**src/include/wkb_pkg.sv**
```systemverilog
// package: register map, reset values and bus types of the wake enable bank
//------------------------------------------------------------------------------
// Function
// - wake output asserts for a source only when enable, status and global enable are 1
// - disabled source still records its status but cannot drive the wake output
// - main-power reset, soft reset and bus reset never alter any enable bit
// - group a bits 0..7 select gen_pin_10 through gen_pin_17 in order
// - group b bits 0..7 select gen_pin_20 through gen_pin_27 in order
// - group c maps pins 30..33, 41, 43, 60, 61 onto bits 0..7
// - status bit sets on source event regardless of enables; write 1 clears, 0 no effect
//------------------------------------------------------------------------------
package wkb_pkg;

    //--------------------------------------------------------------------------
    // widths
    //--------------------------------------------------------------------------
    localparam int unsigned GRP_N  = 3;
    localparam int unsigned GRP_W  = 8;
    localparam int unsigned SRC_N  = GRP_N * GRP_W;
    localparam int unsigned ADDR_W = 8;
    localparam int unsigned IDX_W  = 6;

    //--------------------------------------------------------------------------
    // register indices, byte address is four times the index
    //--------------------------------------------------------------------------
    localparam logic [IDX_W-1:0] IDX_EN_A   = 6'h0b;
    localparam logic [IDX_W-1:0] IDX_EN_B   = 6'h0c;
    localparam logic [IDX_W-1:0] IDX_EN_C   = 6'h0d;
    localparam logic [IDX_W-1:0] IDX_CTRL   = 6'h20;
    localparam logic [IDX_W-1:0] IDX_STS_A  = 6'h21;
    localparam logic [IDX_W-1:0] IDX_MASK_A = 6'h24;
    localparam logic [IDX_W-1:0] IDX_PEND_A = 6'h27;

    //--------------------------------------------------------------------------
    // field positions and reset values
    //--------------------------------------------------------------------------
    localparam int unsigned      CTRL_GLB_EN_BIT = 0;
    localparam logic [GRP_W-1:0] EN_RST          = 8'h00;
    localparam logic [GRP_W-1:0] STS_RST         = 8'h00;
    localparam logic [GRP_W-1:0] MASK_RST        = 8'h00;
    localparam logic             GLB_EN_RST      = 1'b0;

    //--------------------------------------------------------------------------
    // bus carriers
    //--------------------------------------------------------------------------
    typedef struct packed {
        logic [ADDR_W-1:0] paddr;
        logic              pwrite;
        logic [31:0]       pwdata;
        logic [3:0]        pstrb;
    } wkb_apb_req_t;

    typedef struct packed {
        logic [31:0] prdata;
        logic        pslverr;
    } wkb_apb_rsp_t;

endpackage

```
**src/rtl/wkb_bank.sv**
```systemverilog
// module: wake enable bank with apb registers and active-low wake request
`timescale 1ns/1ns
`default_nettype none

module wkb_bank
(
    input  wire logic                  mclk,
    input  wire logic                  arst_n,
    input  wire logic                  clk_en,
    input  wire logic                  psel,
    input  wire logic                  penable,
    input  wire wkb_pkg::wkb_apb_req_t apb_req,
    output logic                       pready,
    output wkb_pkg::wkb_apb_rsp_t      apb_rsp,
    input  wire logic [23:0]           wake_src_in,
    output logic                       wake_request_out_n,
    output logic                       irq
);
    import wkb_pkg::*;

    //--------------------------------------------------------------------------
    // helpers
    //--------------------------------------------------------------------------
    function automatic logic [GRP_N-1:0] grp_hit
    (
        input logic [IDX_W-1:0] i,
        input logic [IDX_W-1:0] base
    );
        logic [GRP_N-1:0] h;
        h = '0;
        for (int k = 0; k < GRP_N; k++)
        begin
            h[k] = (i == (base + IDX_W'(k)));
        end
        return h;
    endfunction

    function automatic logic [SRC_N-1:0] spread
    (
        input logic [GRP_N-1:0] h,
        input logic [GRP_W-1:0] b
    );
        logic [SRC_N-1:0] v;
        v = '0;
        for (int k = 0; k < GRP_N; k++)
        begin
            if (h[k])
            begin
                v[k*GRP_W +: GRP_W] = b;
            end
        end
        return v;
    endfunction

    function automatic logic [GRP_W-1:0] gather
    (
        input logic [GRP_N-1:0] h,
        input logic [SRC_N-1:0] v
    );
        logic [GRP_W-1:0] b;
        b = '0;
        for (int k = 0; k < GRP_N; k++)
        begin
            if (h[k])
            begin
                b = b | v[k*GRP_W +: GRP_W];
            end
        end
        return b;
    endfunction

    //--------------------------------------------------------------------------
    // state
    //--------------------------------------------------------------------------
    logic [SRC_N-1:0] src_s1_r;
    logic [SRC_N-1:0] src_s2_r;
    logic [SRC_N-1:0] wake_en_r;
    logic [SRC_N-1:0] wake_en_nxt;
    logic [SRC_N-1:0] wake_sts_r;
    logic [SRC_N-1:0] wake_sts_nxt;
    logic [SRC_N-1:0] irq_mask_r;
    logic [SRC_N-1:0] irq_mask_nxt;
    logic             global_wake_enable_r;
    logic             global_wake_enable_nxt;
    logic             wake_n_r;
    logic             wake_n_nxt;
    logic             irq_r;
    logic             irq_nxt;
    logic [31:0]      prdata_r;
    logic [31:0]      prdata_nxt;
    logic             pslverr_r;
    logic             pslverr_nxt;

    //--------------------------------------------------------------------------
    // apb decode
    //--------------------------------------------------------------------------
    // a stalled clock enable also stalls the bus in the access phase; a read whose setup cycle has clk_en low returns stale prdata
    wire              setup_ph  = psel & ~penable;
    wire              access_ph = psel & penable;
    wire [IDX_W-1:0]  idx       = apb_req.paddr[IDX_W+1:2];
    wire              aligned   = (apb_req.paddr[1:0] == 2'b00);
    wire [GRP_N-1:0]  hit_en    = aligned ? grp_hit(idx, IDX_EN_A) : '0;
    wire [GRP_N-1:0]  hit_sts   = aligned ? grp_hit(idx, IDX_STS_A) : '0;
    wire [GRP_N-1:0]  hit_mask  = aligned ? grp_hit(idx, IDX_MASK_A) : '0;
    wire [GRP_N-1:0]  hit_pend  = aligned ? grp_hit(idx, IDX_PEND_A) : '0;
    wire              hit_ctrl  = aligned & (idx == IDX_CTRL);
    wire              mapped    = (|hit_en) | (|hit_sts) | (|hit_mask) | (|hit_pend) | hit_ctrl;
    wire              wr_take   = access_ph & clk_en & apb_req.pwrite & apb_req.pstrb[0] & mapped;
    wire [GRP_W-1:0]  wbyte     = apb_req.pwdata[GRP_W-1:0];

    // lane order of wake_src_in follows the bit order of groups a, b, c
    wire [SRC_N-1:0]  en_sel    = wr_take ? spread(hit_en, 8'hff) : '0;
    wire [SRC_N-1:0]  en_dat    = spread(hit_en, wbyte);
    wire [SRC_N-1:0]  mask_sel  = wr_take ? spread(hit_mask, 8'hff) : '0;
    wire [SRC_N-1:0]  mask_dat  = spread(hit_mask, wbyte);
    wire [SRC_N-1:0]  sts_clr   = wr_take ? spread(hit_sts, wbyte) : '0;
    wire              ctrl_wr   = wr_take & hit_ctrl;

    //--------------------------------------------------------------------------
    // wake logic
    //--------------------------------------------------------------------------
    wire [SRC_N-1:0]  pending   = wake_en_r & wake_sts_r;
    wire              any_pend  = |pending;

    assign wake_en_nxt  = (wake_en_r & ~en_sel) | (en_dat & en_sel);
    assign irq_mask_nxt = (irq_mask_r & ~mask_sel) | (mask_dat & mask_sel);
    // set beats clear so an event landing on the clear write survives
    assign wake_sts_nxt = (wake_sts_r & ~sts_clr) | src_s2_r;
    assign global_wake_enable_nxt = ctrl_wr ? wbyte[CTRL_GLB_EN_BIT] : global_wake_enable_r;
    assign wake_n_nxt   = ~(global_wake_enable_r & any_pend);
    assign irq_nxt      = |(wake_sts_r & irq_mask_r);

    //--------------------------------------------------------------------------
    // read path, sampled in the setup cycle
    //--------------------------------------------------------------------------
    wire [GRP_W-1:0]  rd_byte   = gather(hit_en, wake_en_r)
                                | gather(hit_sts, wake_sts_r)
                                | gather(hit_mask, irq_mask_r)
                                | gather(hit_pend, pending)
                                | (hit_ctrl ? {7'h00, global_wake_enable_r} : 8'h00);

    assign prdata_nxt  = setup_ph ? {24'h000000, rd_byte} : prdata_r;
    assign pslverr_nxt = setup_ph ? ~mapped : pslverr_r;

    //--------------------------------------------------------------------------
    // flops: arst_n is the standby power-on reset, the only one that reaches here
    //--------------------------------------------------------------------------
    // no other reset input exists, so enables survive main and bus resets
    always_ff @(posedge mclk or negedge arst_n)
    begin
        if (!arst_n)
        begin
            wake_en_r            <= {GRP_N{EN_RST}};
            wake_sts_r           <= {GRP_N{STS_RST}};
            irq_mask_r           <= {GRP_N{MASK_RST}};
            global_wake_enable_r <= GLB_EN_RST;
        end
        else if (clk_en)
        begin
            wake_en_r            <= wake_en_nxt;
            wake_sts_r           <= wake_sts_nxt;
            irq_mask_r           <= irq_mask_nxt;
            global_wake_enable_r <= global_wake_enable_nxt;
        end
    end

    // pins are asynchronous to mclk, two flops before any use
    always_ff @(posedge mclk or negedge arst_n)
    begin
        if (!arst_n)
        begin
            src_s1_r <= '0;
            src_s2_r <= '0;
        end
        else if (clk_en)
        begin
            src_s1_r <= wake_src_in;
            src_s2_r <= src_s1_r;
        end
    end

    always_ff @(posedge mclk or negedge arst_n)
    begin
        if (!arst_n)
        begin
            wake_n_r  <= 1'b1;
            irq_r     <= 1'b0;
            prdata_r  <= 32'h00000000;
            pslverr_r <= 1'b0;
        end
        else if (clk_en)
        begin
            wake_n_r  <= wake_n_nxt;
            irq_r     <= irq_nxt;
            prdata_r  <= prdata_nxt;
            pslverr_r <= pslverr_nxt;
        end
    end

    //--------------------------------------------------------------------------
    // outputs
    //--------------------------------------------------------------------------
    assign pready             = clk_en;
    assign apb_rsp.prdata     = prdata_r;
    assign apb_rsp.pslverr    = pslverr_r;
    assign wake_request_out_n = wake_n_r;
    assign irq                = irq_r;

endmodule // wkb_bank

`default_nettype wire

```
**config.mk**
```make
export PLATFORM = sky130hd
export DESIGN_NAME = wkb_bank
export DESIGN_NICKNAME = d
export VERILOG_FILES = /design/src/include/wkb_pkg.sv /design/src/rtl/wkb_bank.sv
export SDC_FILE = /design/constraint.sdc
export NUM_CORES = 1
export LEC_CHECK = 0
export BUFFER_PORTS_ARGS = -buffer_cell sky130_fd_sc_hd__buf_2
export CORE_AREA = 8 8 106 146
export CTS_BUF_LIST = sky130_fd_sc_hd__clkbuf_8
export CTS_CLUSTER_DIAMETER = 40
export DETAILED_ROUTE_END_ITERATION = 7
export DIE_AREA = 0 0 114 154
export GPL_ROUTABILITY_DRIVEN = 0
export HOLD_SLACK_MARGIN = 0.12
export PLACE_DENSITY_LB_ADDON = 0.12
export SYNTH_ARGS = -nofsm -noshare
export SYNTH_HDL_FRONTEND = slang
export SYNTH_SLANG_ARGS = --single-unit
```
**constraint.sdc**
```tcl
create_clock -name mclk -period 1.8 [get_ports mclk]
set_input_delay 0.09 -clock mclk [delete_from_list [all_inputs] [get_ports mclk]]
set_output_delay 0.09 -clock mclk [all_outputs]
set_load 0.02 [all_outputs]
```
==> impl_results.md <==
* RSZ-0062 raised after global routing: no
* Final WS setup at about 0.03 ns
* Cell taking the most area after synthesis: dfrtp_1
* Net switching power figure at 0.00173 W
* Die X at 114 um
* Reg2Reg Depth at 5
* Fin Setup TNS at 0 ns
* Sw Ratio at between 20% and 30%
* Combinational power share at 11.2%
* Mapped Cells at 528
* Leakage power at 3.62 nW
* Post-synth ARST share at 100%
* Critical path capture point: wake_request_out_n$_DFFE_PN1P_
* Nets at approximately 730
* CP required at around 2.2 ns
* Flop-to-flop setup slack at 0.03 ns
* Worst setup SP type: register
* Final setup fails at 0
* Setup Crit Path Kind: reg2reg
* Max-cap violation count at 0
* Die area at 17600 um2
* Commonest non-fill, non-tap cells in the layout: 131 x dfrtp_1, 97 x mux2_2, 57 x buf_2
* Drt drc at 0
* IO Port Bufs at 58
* Final Cell Area at 7950 um2
* CTS sink cnt at 132
* Largest cells by area after synthesis: dfrtp_1 51%, mux2_2 17%, a22o_1 4.1%, buf_4 3.4%, nand2_1 2.4%
* CTS Buf Count at 17
* DRT iter0 DRCs at around 450
* Antenna violations before repair at 0
* I/O Pins at 110
* Syn. warnings at 0
* Main synth FF type: dfrtp_1
* Post-detailed-route wirelength per cell at 22.1 um
* Worst Path Arrival at about 2.1 ns
* CTS max path bufs at 2
* Maximum VDD drop at 0.000602 V
* Worst slew margin relative to its limit at 49.2%
* Initial Util at 48.7%
* Reg clk slew, reported paths at about 0.08 ns
* Commonest non-fill, non-tap cell in the layout: dfrtp_1
* Post-synth EDFFs at 0
* Vias at a little under 5000
* Pwr/cell area at 828 nW/um2
* Hold Crit Class: in2reg
* Skew final at 0.0181 ns
* Fill cells at 1129
* Largest net degree at the start of global routing at a little under 80
* Post-synthesis register bit count at around 130
* Period Utilization, post-route at between 90% and 100%
* Hold Vio Cnt, Final at 0
* Post-route ant nets at 0
* Max Slew Vio Count at 0
* Max H-tree Level at 4
* Syn_area_per_cell at 12.2 um2
* Int Pwr at slightly below 0.005 W
* Worst-Margin Slew at 0.760 ns
* Fmax at 565 MHz
* First-pass detailed-route iteration total at 7
* Area Growth Syn to Fin at 23.2%
* Setup crit end kind: register
* Core Util, Final at 60.0%
* Status: completed
* Reg area at 3300 um2
* Gr usage total at 22.1%
* WL final at about 19 mm
* Top cell type's share of synthesized area at 50.8%
* CORE AREA at 13300 um2
* Overall power at around 0.0066 W
* Clk root buf: clkbuf_8
* Layout cell share with drive strength beyond 1 at 39.2%
* Row count at 50
* Post CTS Setup Buffer Count at 0
* End of the worst register-to-register path: wake_request_out_n$_DFFE_PN1P_
* Seq/Total Area, Yosys at between 50% and 60%
* Crit path from: wake_sts_r[22]$_DFFE_PN0P_
* Worst-Skew Late Latency at 0.45 ns
* Flop pwr share at 49.2%
* HPWL Detailed at 13.6 mm
* Post-DP Area at 7200 um2
* CTS tree: done
* Netlist cell types at 56
* Vias in the first global route at between 5000 and 6000
* Footprint of the multi-input gates at 2880 um2
* Setup Slack @ Placement at 0.109 ns
* Min Tclk post-route at 1.77 ns
* Critical R2R Launch: wake_sts_r[22]$_DFFE_PN0P_
* Proportion of power drawn by the clock network at 39.6%
* Largest fanout on the critical path at 2
* Grt ovf at 0
* ANT cells at 0
* First-pass GRT wire length at 29.8 mm
* Synth Cell Area at between 6000 and 7000 um2
* Die Y at between 150 and 200 um
* Vias per cell at 5.83
==> layer usage <==
layer / routed length [um] / part of all wire (%) / global-route usage [%] / vias up
li1: - / - / - / 2207
met1: 7570 / 40 / 27.6 / 2421
met2: 8810 / 47 / 34.5 / 264
met3: 1530 / 8.1 / 5.17 / 63
met4: 899 / 4.8 / 12.3 / 0
met5: 0 / 0 / 0 / -
==> worst min path at each step <==
| stage | start | to | cells past startpoint | slack [ns] |
|---|---|---|---|---|
| 2_1_floorplan | arst_n | asynchronous set/reset pin | 0 | -0.21 |
| 3_3_place_gp | arst_n | asynchronous set/reset pin | 1 | 0.13 |
| 3_5_place_dp | arst_n | asynchronous set/reset pin | 1 | 0.14 |
| 4_1_cts | apb_req[38] | pslverr_r$_DFFE_PN0P_ | 4 | 0.13 |
| 5_1_grt | apb_req[38] | pslverr_r$_DFFE_PN0P_ | 4 | 0.15 |
| 6_report | apb_req[38] | pslverr_r$_DFFE_PN0P_ | 4 | 0.15 |
==> critical path, stage by stage, from the launching register on <==
cell and delay [ns]:
dfrtp_1 0.40, and2_1 0.18, a21oi_1 0.40, nand4_1 0.16, or3_1 0.37, a31oi_1 0.18
==> power groups by stage <==
stage                     clock network [W]  registers (W)  logic (W)
final                               0.00261        0.00324   0.000739
after global routing                0.00278        0.00326   0.000807
after CTS                           0.00266        0.00324   0.000743
after detailed placement                  0        0.00330   0.000684
after global placement                    0        0.00329   0.000668
after floorplan                           0        0.00330   0.000430
==> synthesized netlist by cell type (all sizes together) (3+ instances only) <==
master,number
a21o,6
a21oi,7
a221oi,10
a22o,30
a22oi,17
a31oi,6
a32o,3
a32oi,11
and2,5
and3,7
and4bb,3
buf,42
clkbuf,18
dfrtp,131
mux2,97
mux2i,6
nand2,45
nand3,12
nand4,6
nor2,14
nor2b,8
nor3,3
o21ai,9
o2bb2ai,3
==> kinds of logic (layout without fill, tap and decap cells) <==
logic type | Yosys count | after routing | share of synthesized area, %
AO/OA/AOI/OAI | 115 | 115 | 14.1
buffers and inverters | 60 | 177 | 5.62
flip-flops | 132 | 132 | 51.2
multiplexers | 105 | 105 | 18.5
other | 1 | 24 | 0.0581
AND/OR/NAND/NOR | 115 | 115 | 10.5
==> layout make-up <==
type / count / area share (%)
clock buffers: 17 / 2.94
clock inverters: 15 / 2.28
multi-input cells: 359 / 36.1
flip-flops and latches: 132 / 41.5
well taps: 182 / 2.86
repair buffers: 145 / 14.2
==> per-stage QoR <==
step / hold slack [ns] / instances
after floorplan: -0.206 / 551
after global placement: 0.129 / 784
after detailed placement: 0.141 / 784
after CTS: 0.132 / 850
after global routing: 0.147 / 850
final: 0.148 / 850
==> what timing repair did <==
item | CTS | global route
endpoints found under the setup margin | 0 | 0
gates resized for setup | 0 | 0
hold buffers | 34 | 0
endpoints found under the hold margin | 216 | 0
(Power assumes the default switching activity.)
